<file path="config.mk">
export PLATFORM = sky130hd
export DESIGN_NAME = bdc_unit
export DESIGN_NICKNAME = d
export VERILOG_FILES = /design/src/bdc_pkg.sv /design/src/bdc_fifo.sv /design/src/bdc_regfile.sv /design/src/bdc_unit.sv
export SDC_FILE = /design/constraint.sdc
export NUM_CORES = 2
export LEC_CHECK = 0
export BUFFER_PORTS_ARGS = -buffer_cell sky130_fd_sc_hd__buf_2
export CORE_ASPECT_RATIO = 0.9
export CORE_MARGIN = 2
export CORE_UTILIZATION = 25
export DETAILED_ROUTE_END_ITERATION = 10
export PLACE_DENSITY = 0.47
export SLEW_MARGIN = 20
export SYNTH_ARGS = -nofsm -noshare
export SYNTH_HDL_FRONTEND = slang
export SYNTH_SLANG_ARGS = --single-unit
</file>
<file path="constraint.sdc">
create_clock -name clk -period 66.5 [get_ports clk]
set_clock_uncertainty 0.05 [all_clocks]
set_input_delay 3.325 -clock clk [delete_from_list [all_inputs] [get_ports clk]]
set_output_delay 3.325 -clock clk [all_outputs]
set_load 0.005 [all_outputs]
</file>
<file path="src/bdc_pkg.sv">
// package of constants and types for the background debug command unit
package bdc_pkg;
  // command opcodes, 4 bits, an encoding of our own
  localparam logic [3:0] CMD_NOP     = 4'h0;
  localparam logic [3:0] CMD_RD_CORE = 4'h1;
  localparam logic [3:0] CMD_WR_CORE = 4'h2;
  localparam logic [3:0] CMD_RD_SYS  = 4'h3;
  localparam logic [3:0] CMD_WR_SYS  = 4'h4;
  localparam logic [3:0] CMD_RD_MEM  = 4'h5;
  localparam logic [3:0] CMD_WR_MEM  = 4'h6;
  localparam logic [3:0] CMD_DUMP    = 4'h7;
  localparam logic [3:0] CMD_FILL    = 4'h8;
  localparam logic [3:0] CMD_GO      = 4'h9;
  localparam logic [3:0] CMD_CALL    = 4'ha;
  localparam logic [3:0] CMD_RST     = 4'hb;
  // memory access sizes
  localparam logic [1:0] SZ_BYTE = 2'h0;
  localparam logic [1:0] SZ_WORD = 2'h1;
  localparam logic [1:0] SZ_LONG = 2'h2;
  // answer status codes
  localparam logic [1:0] ST_OK       = 2'h0;
  localparam logic [1:0] ST_NOT_HALT = 2'h1;
  localparam logic [1:0] ST_ILLEGAL  = 2'h2;
  // system register selectors
  localparam logic [3:0] SYS_PC  = 4'h0;
  localparam logic [3:0] SYS_SR  = 4'h1;
  localparam logic [3:0] SYS_SRC_SPACE = 4'h2;
  localparam logic [3:0] SYS_DST_SPACE = 4'h3;
  localparam logic [3:0] SYS_USP = 4'h4;
  localparam logic [3:0] SYS_SSP = 4'h5;
  localparam logic [3:0] SYS_VBR = 4'h6;
  localparam logic [3:0] SYS_ATEMP = 4'h7;
  // reset values
  localparam logic [31:0] PC_RST  = 32'h0000_0000;
  localparam logic [15:0] SR_RST  = 16'h2700;
  localparam logic [31:0] SSP_RST = 32'h0000_1000;
  // peripheral reset pulse: 512 system clocks
  localparam int unsigned PRST_CYCLES = 512;
  localparam logic [9:0]  PRST_LAST   = 10'(PRST_CYCLES - 1);
  // command fifo shape: opcode 4 + sel 4 + size 2 + data 32
  localparam int unsigned CMD_W = 42;
  localparam int unsigned FIFO_D = 4;

  typedef enum logic [8:0] {
    ST_IDLE   = 9'h001,
    ST_EXEC   = 9'h002,
    ST_MEMREQ = 9'h004,
    ST_MEMWT  = 9'h008,
    ST_PUSH   = 9'h010,
    ST_PUSHWT = 9'h020,
    ST_FLUSH  = 9'h040,
    ST_RSTP   = 9'h080,
    ST_ANS    = 9'h100
  } bdc_state_t;
endpackage : bdc_pkg

</file>
<file path="src/bdc_fifo.sv">
// small synchronous fifo with valid/ready on both sides
`timescale 1ns/1ps
module bdc_fifo #(
  parameter int unsigned W = 8,
  parameter int unsigned D = 4
) (
  input  wire logic         clk,     // system clock
  input  wire logic         rst_n,   // synchronised reset, low active
  input  wire logic [W-1:0] in_data, // write data
  input  wire logic         in_valid,// write request
  output logic              in_ready,// room left
  output logic [W-1:0]      out_data,// head word
  output logic              out_valid,// not empty
  input  wire logic         out_ready // head taken
);
  localparam int unsigned AW = (D > 1) ? $clog2(D) : 1;
  logic [W-1:0]  mem [D];
  logic [AW-1:0] wp_ff;
  logic [AW-1:0] rp_ff;
  logic [AW:0]   cnt_ff;
  logic          push;
  logic          pop;

  assign in_ready  = (cnt_ff != (AW+1)'(D));
  assign out_valid = (cnt_ff != '0);
  assign out_data  = mem[rp_ff];
  assign push      = in_valid && in_ready;
  assign pop       = out_valid && out_ready;

  always_ff @(posedge clk)
    if (push)
      mem[wp_ff] <= in_data;

  always_ff @(posedge clk or negedge rst_n)
    if (!rst_n)
    begin
      wp_ff  <= '0;
      rp_ff  <= '0;
      cnt_ff <= '0;
    end
    else
    begin
      if (push)
        wp_ff <= (wp_ff == AW'(D - 1)) ? '0 : wp_ff + 1'b1;
      if (pop)
        rp_ff <= (rp_ff == AW'(D - 1)) ? '0 : rp_ff + 1'b1;
      cnt_ff <= cnt_ff + (AW+1)'(push) - (AW+1)'(pop);
    end
endmodule : bdc_fifo

</file>
<file path="src/bdc_regfile.sv">
// core register file: eight data and eight address registers
`timescale 1ns/1ps
module bdc_regfile (
  input  wire logic        clk,   // system clock
  input  wire logic        rst_n, // synchronised reset, low active
  input  wire logic [3:0]  rsel,  // read select, bit 3 picks address regs
  output logic [31:0]      rdata, // read data
  input  wire logic        we,    // write strobe
  input  wire logic [3:0]  wsel,  // write select
  input  wire logic [31:0] wdata  // write data
);
  logic [31:0] regs_ff [16];

  assign rdata = regs_ff[rsel];

  for (genvar i = 0; i < 16; i++)
  begin : g_reg
    always_ff @(posedge clk or negedge rst_n)
      if (!rst_n)
        regs_ff[i] <= 32'h0000_0000;
      else if (we && (wsel == 4'(i)))
        regs_ff[i] <= wdata;
  end
endmodule : bdc_regfile

</file>
<file path="src/bdc_unit.sv">
// background debug command unit: executes host commands on a halted core
// Overview of operation
// - read core register returns data or address register contents to host
// - write core register stores host operand in named data/address register
// - read system register returns named system control register value
// - every supervisor-readable system register is readable while halted
// - write system register loads host operand into named system register
// - memory read fetches sized data at long-word address and returns it
// - memory read address space comes from source space code register
// - memory write stores the address word itself at that supplied long-word address
// - memory write address space comes from destination space code register
// - block dump starts with memory read, then returns successive operands
// - block fill starts with memory write, then writes successive operands
// - resume flushes and refills pipeline, runs from current program counter
// - patch decrements stack pointer by 4, pushes program counter there
// - after stacking, execution starts at user patch code
// - peripheral reset drives external reset for exactly 512 clocks
// - peripheral reset leaves the core itself unreset
// - peripheral reset acts like the core's own reset instruction
// - null command changes no state
`timescale 1ns/1ps
module bdc_unit
  import bdc_pkg::*;
(
  input  wire logic        clk,          // 200 MHz system clock
  input  wire logic        rst_n,        // async reset, low active
  input  wire logic        cmd_valid,    // host command offered
  output logic             cmd_ready,    // fifo has room
  input  wire logic [3:0]  cmd_op,       // command opcode
  input  wire logic [3:0]  cmd_sel,      // register select
  input  wire logic [1:0]  cmd_size,     // memory access size
  input  wire logic [31:0] cmd_data,     // operand or address
  output logic             rsp_valid,    // answer pulse
  output logic [31:0]      rsp_data,     // answer data
  output logic [1:0]       rsp_status,   // answer status
  input  wire logic        core_halted,  // core in background mode (pin)
  input  wire logic [31:0] patch_addr,   // user patch code entry
  output logic             mem_req,      // memory cycle strobe
  output logic             mem_we,       // memory write
  output logic [31:0]      mem_addr,     // memory address
  output logic [2:0]       mem_fc,       // address space code
  output logic [1:0]       mem_size,     // access size
  output logic [31:0]      mem_wdata,    // write data
  input  wire logic        mem_ack,      // memory cycle done
  input  wire logic [31:0] mem_rdata,    // read data
  output logic             pipe_flush,   // flush pipeline pulse
  output logic             resume,       // leave background mode pulse
  output logic [31:0]      resume_pc,    // execution restart address
  output logic             periph_rst_n  // external reset line, low active
);
  typedef struct packed {
    bdc_state_t  st;
    logic [31:0] pc;
    logic [15:0] sr;
    logic [2:0]  source_space_code_reg;
    logic [2:0]  dest_space_code_reg;
    logic [31:0] usp;
    logic [31:0] ssp;
    logic [31:0] vbr;
    logic [31:0] atemp;
    logic [31:0] blk_addr;
    logic [1:0]  blk_size;
    logic        blk_ok;
    logic [9:0]  rcnt;
    logic        rsp_valid;
    logic [31:0] rsp_data;
    logic [1:0]  rsp_status;
    logic        mem_req;
    logic        mem_we;
    logic [31:0] mem_addr;
    logic [2:0]  mem_fc;
    logic [1:0]  mem_size;
    logic [31:0] mem_wdata;
    logic        pipe_flush;
    logic        resume;
    logic [31:0] resume_pc;
    logic        prst_n;
    logic [3:0]  op;
    logic [3:0]  sel;
  } bdc_regs_t;

  bdc_regs_t   cur_ff;
  bdc_regs_t   nxt_cur;
  logic [1:0]  rst_sync_ff;
  logic        srst_n;
  logic [1:0]  halt_sync_ff;
  logic        halted;
  logic [CMD_W-1:0] f_data;
  logic        f_valid;
  logic        f_ready;
  logic [3:0]  f_op;
  logic [3:0]  f_sel;
  logic [1:0]  f_size;
  logic [31:0] f_arg;
  logic [31:0] rf_rdata;
  logic        rf_we;
  logic [31:0] step;

  always_ff @(posedge clk or negedge rst_n)
    if (!rst_n)
      rst_sync_ff <= 2'h0;
    else
      rst_sync_ff <= {rst_sync_ff[0], 1'b1};
  assign srst_n = rst_sync_ff[1];

  // halt level comes from the core's pin domain, two stages before use
  always_ff @(posedge clk or negedge srst_n)
    if (!srst_n)
      halt_sync_ff <= 2'h0;
    else
      halt_sync_ff <= {halt_sync_ff[0], core_halted};
  assign halted = halt_sync_ff[1];

  bdc_fifo #(
    .W (CMD_W),
    .D (FIFO_D)
  ) u_fifo (
    .clk       (clk),
    .rst_n     (srst_n),
    .in_data   ({cmd_op, cmd_sel, cmd_size, cmd_data}),
    .in_valid  (cmd_valid),
    .in_ready  (cmd_ready),
    .out_data  (f_data),
    .out_valid (f_valid),
    .out_ready (f_ready)
  );
  assign {f_op, f_sel, f_size, f_arg} = f_data;
  // one command at a time; the fifo fills while a memory cycle stalls
  assign f_ready = (cur_ff.st == ST_IDLE);

  assign rf_we = (cur_ff.st == ST_IDLE) && f_valid && halted
                 && (f_op == CMD_WR_CORE);

  bdc_regfile u_rf (
    .clk   (clk),
    .rst_n (srst_n),
    .rsel  (f_sel),
    .rdata (rf_rdata),
    .we    (rf_we),
    .wsel  (f_sel),
    .wdata (f_arg)
  );

  always_comb
  begin
    unique case (cur_ff.blk_size)
      SZ_BYTE: step = 32'h0000_0001;
      SZ_WORD: step = 32'h0000_0002;
      default: step = 32'h0000_0004;
    endcase
  end

  always_comb
  begin
    nxt_cur = cur_ff;
    nxt_cur.rsp_valid  = 1'b0;
    nxt_cur.pipe_flush = 1'b0;
    nxt_cur.resume     = 1'b0;
    unique case (cur_ff.st)
      ST_IDLE:
      begin
        if (f_valid)
        begin
          nxt_cur.op  = f_op;
          nxt_cur.sel = f_sel;
          nxt_cur.rsp_status = ST_OK;
          nxt_cur.rsp_data   = 32'h0000_0000;
          nxt_cur.st  = ST_ANS;
          if (!halted)
            nxt_cur.rsp_status = ST_NOT_HALT;
          else
          begin
            unique case (f_op)
              CMD_NOP: ;
              CMD_RD_CORE: nxt_cur.rsp_data = rf_rdata;
              CMD_WR_CORE: ;
              CMD_RD_SYS:
                // all supervisor-visible registers are open here
                unique case (f_sel)
                  SYS_PC:    nxt_cur.rsp_data = cur_ff.pc;
                  SYS_SR:    nxt_cur.rsp_data = {16'h0000, cur_ff.sr};
                  SYS_SRC_SPACE:
                    nxt_cur.rsp_data = {29'h0, cur_ff.source_space_code_reg};
                  SYS_DST_SPACE:
                    nxt_cur.rsp_data = {29'h0, cur_ff.dest_space_code_reg};
                  SYS_USP:   nxt_cur.rsp_data = cur_ff.usp;
                  SYS_SSP:   nxt_cur.rsp_data = cur_ff.ssp;
                  SYS_VBR:   nxt_cur.rsp_data = cur_ff.vbr;
                  SYS_ATEMP: nxt_cur.rsp_data = cur_ff.atemp;
                  default:   nxt_cur.rsp_status = ST_ILLEGAL;
                endcase
              CMD_WR_SYS:
                unique case (f_sel)
                  SYS_PC:    nxt_cur.pc    = f_arg;
                  SYS_SR:    nxt_cur.sr    = f_arg[15:0];
                  SYS_SRC_SPACE:
                    nxt_cur.source_space_code_reg = f_arg[2:0];
                  SYS_DST_SPACE:
                    nxt_cur.dest_space_code_reg   = f_arg[2:0];
                  SYS_USP:   nxt_cur.usp   = f_arg;
                  SYS_SSP:   nxt_cur.ssp   = f_arg;
                  SYS_VBR:   nxt_cur.vbr   = f_arg;
                  SYS_ATEMP: nxt_cur.atemp = f_arg;
                  default:   nxt_cur.rsp_status = ST_ILLEGAL;
                endcase
              CMD_RD_MEM, CMD_WR_MEM:
              begin
                // start address is kept for later dump/fill
                nxt_cur.blk_addr = f_arg;
                nxt_cur.blk_size = (f_size == 2'h3) ? SZ_LONG : f_size;
                nxt_cur.blk_ok   = 1'b1;
                // one word carries the address, so a first write stores it
                nxt_cur.mem_wdata = f_arg;
                nxt_cur.st       = ST_MEMREQ;
              end
              CMD_DUMP, CMD_FILL:
                if (cur_ff.blk_ok)
                begin
                  // the fifo head moves on at the pop, so keep the operand
                  nxt_cur.mem_wdata = f_arg;
                  nxt_cur.st        = ST_MEMREQ;
                end
                else
                  nxt_cur.rsp_status = ST_ILLEGAL;
              CMD_GO:
              begin
                nxt_cur.pipe_flush = 1'b1;
                nxt_cur.st = ST_FLUSH;
              end
              CMD_CALL:
              begin
                nxt_cur.ssp = cur_ff.ssp - 32'h0000_0004;
                nxt_cur.st  = ST_PUSH;
              end
              CMD_RST:
              begin
                // core state untouched, only the pin pulses
                nxt_cur.prst_n = 1'b0;
                nxt_cur.rcnt   = 10'h000;
                nxt_cur.st     = ST_RSTP;
              end
              default: nxt_cur.rsp_status = ST_ILLEGAL;
            endcase
          end
        end
      end
      ST_MEMREQ:
      begin
        nxt_cur.mem_req  = 1'b1;
        nxt_cur.mem_addr = cur_ff.blk_addr;
        nxt_cur.mem_size = cur_ff.blk_size;
        if (cur_ff.op == CMD_RD_MEM || cur_ff.op == CMD_DUMP)
        begin
          nxt_cur.mem_we = 1'b0;
          nxt_cur.mem_fc = cur_ff.source_space_code_reg;
        end
        else
        begin
          nxt_cur.mem_we    = 1'b1;
          nxt_cur.mem_fc    = cur_ff.dest_space_code_reg;
        end
        nxt_cur.st = ST_MEMWT;
      end
      ST_MEMWT:
        if (mem_ack)
        begin
          nxt_cur.mem_req = 1'b0;
          if (!cur_ff.mem_we)
            nxt_cur.rsp_data = mem_rdata;
          nxt_cur.blk_addr = cur_ff.blk_addr + step;
          nxt_cur.st = ST_ANS;
        end
      ST_PUSH:
      begin
        nxt_cur.mem_req   = 1'b1;
        nxt_cur.mem_we    = 1'b1;
        nxt_cur.mem_addr  = cur_ff.ssp;
        nxt_cur.mem_fc    = cur_ff.dest_space_code_reg;
        nxt_cur.mem_size  = SZ_LONG;
        nxt_cur.mem_wdata = cur_ff.pc;
        nxt_cur.st = ST_PUSHWT;
      end
      ST_PUSHWT:
        if (mem_ack)
        begin
          nxt_cur.mem_req    = 1'b0;
          nxt_cur.pc         = patch_addr;
          nxt_cur.pipe_flush = 1'b1;
          nxt_cur.st         = ST_FLUSH;
        end
      ST_FLUSH:
      begin
        nxt_cur.resume    = 1'b1;
        nxt_cur.resume_pc = cur_ff.pc;
        nxt_cur.st        = ST_ANS;
      end
      ST_RSTP:
        if (cur_ff.rcnt == PRST_LAST)
        begin
          nxt_cur.prst_n = 1'b1;
          nxt_cur.st     = ST_ANS;
        end
        else
          nxt_cur.rcnt = cur_ff.rcnt + 10'h001;
      ST_ANS:
      begin
        nxt_cur.rsp_valid = 1'b1;
        nxt_cur.st = ST_IDLE;
      end
      default: nxt_cur.st = ST_IDLE;
    endcase
  end

  always_ff @(posedge clk or negedge srst_n)
    if (!srst_n)
    begin
      cur_ff           <= '0;
      cur_ff.st        <= ST_IDLE;
      cur_ff.pc        <= PC_RST;
      cur_ff.sr        <= SR_RST;
      cur_ff.ssp       <= SSP_RST;
      cur_ff.prst_n    <= 1'b1;
    end
    else
      cur_ff <= nxt_cur;

  assign rsp_valid    = cur_ff.rsp_valid;
  assign rsp_data     = cur_ff.rsp_data;
  assign rsp_status   = cur_ff.rsp_status;
  assign mem_req      = cur_ff.mem_req;
  assign mem_we       = cur_ff.mem_we;
  assign mem_addr     = cur_ff.mem_addr;
  assign mem_fc       = cur_ff.mem_fc;
  assign mem_size     = cur_ff.mem_size;
  assign mem_wdata    = cur_ff.mem_wdata;
  assign pipe_flush   = cur_ff.pipe_flush;
  assign resume       = cur_ff.resume;
  assign resume_pc    = cur_ff.resume_pc;
  assign periph_rst_n = cur_ff.prst_n;
endmodule : bdc_unit

</file>
==> flow_metrics.tcl <==
set metrics [dict create \
    outcome "finished clean" \
    path_class "flip-flop to flip-flop" \
    hold_ws_ps 303 \
    finalSetupTns_ps 0 \
    setup_viol 0 \
    wire_per_inst_um 23.7 \
    die_w_um 474 \
    r2r_cells 9 \
    cts_sinks 1070 \
    worstHoldEndpoint "rst_sync_ff[1]" \
    synth_warnings 0 \
    dp_hpwl_um 116000 \
    maxCapViolations 0 \
    hold_violations 0 \
    antenna_found_initial 32 \
    totalWireLength_um 182000 \
    rrSetupSlack_ps 61050 \
    drt_iter0_drc 3501 \
    p_leak_nw 23.8 \
    cp-end-kind "flip-flop" \
    ctsResizeCount 0 \
    cts_setup_buffers 0 \
    drive_gt1_share_pct 15.0 \
    syn2layout_area_growth_pct 13.6 \
    synth_nets 5122 \
    initial_utilization_pct 25.1 \
    grt_pass1_vias 36200 \
    crit_path_start_kind "flip-flop" \
    grt_max_degree 189 \
    antenna_left 0 \
    io_buffers 252 \
    holdPathStages 0 \
    ys_seq_area_share_pct 55.5 \
    holdCritPathClass "flip-flop to flip-flop" \
    clk_pin_slew_worst_paths_ps 70 \
    combPwrFrac_pct 39.1 \
    min_period_ps 5450 \
    cp.required_ps 67010 \
    yosysTopAreaCell "dfrtp_1" \
    cpPeakStageDelay_ps 790 \
    rr_endpoint "u_rf.regs_ff[292]" \
    synth_top_flop_cell "dfrtp_1" \
    min_from "rst_sync_ff[0]" \
    overflow 0 \
    drt_first_pass_iters 6 \
    drt-vias-per-instance 4.97 \
    switching_share_pct 43.0 \
    layout_common_cells "1075 x nand2_1, 892 x dfrtp_1, 486 x o21ai_0" \
    grt_usage_pct 17.7 \
    switching_power_w 0.00114 \
    synth_cells 4997 \
    worstReg2RegStart "u_fifo.rp_ff[0]" \
    num_vias 38200 \
    p_per_area_mw_per_mm2 46.7 \
    die_area_mm2 0.203 \
    cts_hold_buf 0 \
    p_seq_share_pct 36.5 \
    dieHeight_um 427 \
    io_pins 253 \
    core_mm2 0.198 \
    cts-htree-levels 3 \
    grt_pass1_wl_um 264000 \
    p_int_w 0.00151 \
    nets 5032 \
    gp_congestion 0.847 \
    ir_worst_vdd_mv 0.0437 \
    rsz0062_at_grt "no" \
    netlist_area_mm2 0.0498 \
    rows 155 \
    cp_cell_sequence "buf_4 > mux4_2 > buf_4 > nor2b_2 > buf_4 > nand3_2 > buf_4 > nand2_1 > o21ai_0" \
    clock_latency_ps 760 \
    critPathMaxFanout 57 \
    final_common_cell "nand2_1" \
    cts_tree "built" \
    synth_edf_count 168 \
    critPathMostFrequentCell "buf_4" \
    syn_avg_cell_area_um2 9.96 \
    root_buffer "clkbuf_16" \
    drcViolationCount 0 \
    numCtsBuffers 109 \
    synthTopCellsByArea "dfrtp_1 45%, edfxtp_1 10%, nand2_1 8.1%" \
    maxSlewViolCount 0 \
    relSlewSlack_pct 21.9 \
    ys_ff_latch 1070 \
    synth_top_area_share_pct 45.0 \
    clk_path_buf_depth 3 \
    worst_pin_slew_ps 1170 \
    p_clk_share_pct 24.4 \
    async_flop_share_pct 84.3 \
    clock.fmax_ghz 0.184 \
    ys_types 93 \
    cp_slowest_cell "buf_4" \
    critPathArrivalTime_ps 5960 \
    min_period_over_period_pct 8.19 \
]
-- routing by layer --
metal  routed length [µm]  vias up  share of wire (%)  global-route usage (%)
met3                12500      253                6.9                    3.47
met2                79100     1183                 43                    26.1
met1                85100    19400                 47                    25.8
li1                     -    17400                  -                       -
met4                 5420       16                3.0                    5.29
met5                  103        -              0.057                       0
-- registers in the layout, summed over array words and instances, names as in the netlist, 3 cells and up --
| signal | flops |
|---|---|
| u_rf.regs_ff | 512 |
| cur_ff | 238 |
| u_fifo.mem | 168 |
| mem_addr | 32 |
| mem_wdata | 32 |
| resume_pc | 32 |
| rsp_data | 32 |
| mem_fc | 3 |
| u_fifo.cnt_ff | 3 |
-- power by group through the flow --
stage / clock, W / combinational (W) / sequential (W)
floorplan: 0 / 0.000665 / 0.000920
global placement: 0 / 0.00102 / 0.000973
detailed placement: 0 / 0.00103 / 0.000976
CTS: 0.000658 / 0.00103 / 0.000964
global route: 0.000686 / 0.00112 / 0.000983
finish: 0.000645 / 0.00103 / 0.000965
-- layout make-up --
| cell class | instances | area (µm²) |
|---|---|---|
| Antenna cell | 8 | 20.0 |
| Clock buffer | 153 | 3150 |
| Clock inverter | 50 | 544 |
| Fill cell | 20800 | 141000 |
| Inverter | 32 | 120 |
| Multi-Input combinational cell | 3338 | 19600 |
| Sequential cell | 1070 | 27600 |
| Tap cell | 2669 | 3340 |
| Timing Repair Buffer | 356 | 2120 |
-- cells in the mapped netlist (37+ instances only) --
cell      number
mux2i_1      175
nand3_1       45
o21ai_0      515
a21oi_1      143
a31oi_1       98
mux2_2        90
clkbuf_1     294
and3_1        37
nand2_1     1077
o21ai_1      243
nor2_1       207
nor2b_1       37
edfxtp_1     168
dfrtp_1      895
buf_4        142
a211oi_1      83
buf_2         88
-- stage by stage --
stage / setup slack (ps) / power, W / utilization [%] / instances / area, µm²
2_1_floorplan: 39460 / 0.00159 / - / 4997 / 49800
5_1_grt: 60770 / 0.00278 / 28.6 / 7672 / 56500
4_1_cts: 61090 / 0.00265 / 28.5 / 7665 / 56400
6_report: 61050 / 0.00264 / 28.6 / 7676 / 56500
3_5_place_dp: 60990 / 0.00200 / 26.6 / 7462 / 52800
3_3_place_gp: 60970 / 0.00199 / 26.6 / 7462 / 52800
-- kinds of logic after synthesis --
group                      after synthesis  synth area share (%)
xor gates and xnor gates                14                 0.246
adders and majority gates               14                 0.382
other                                    1               0.00753
muxes                                  317                  7.32
buffers and inverters                  589                  5.86
and+or+nand+nor                       1620                  14.2
DFF                                   1070                  55.5
AOI/OAI and AO/OA                     1372                  16.5
-- critical path, delay by kind of cell, from the launching register on --
kind / cells / cell delay [ps]
buf+inv: 4 / 2300
flops: 1 / 680
simple gates: 3 / 1200
mux: 1 / 740
compound gates: 1 / 90
-- worst max-delay path by stage --
stage                    startpoint           endpoint  slack [ps]  cells after the start
detailed placement          mem_ack        rsp_data[8]       60990                      6
global placement            mem_ack        rsp_data[8]       60970                      6
floorplan            rst_sync_ff[1]        cur_ff[149]       39460                      0
global route        u_fifo.rp_ff[0]  u_rf.regs_ff[295]       60770                      9
finish              u_fifo.rp_ff[0]  u_rf.regs_ff[292]       61050                      9
CTS                 u_fifo.rp_ff[0]  u_rf.regs_ff[295]       61090                      9
(Power assumes the default switching activity.)
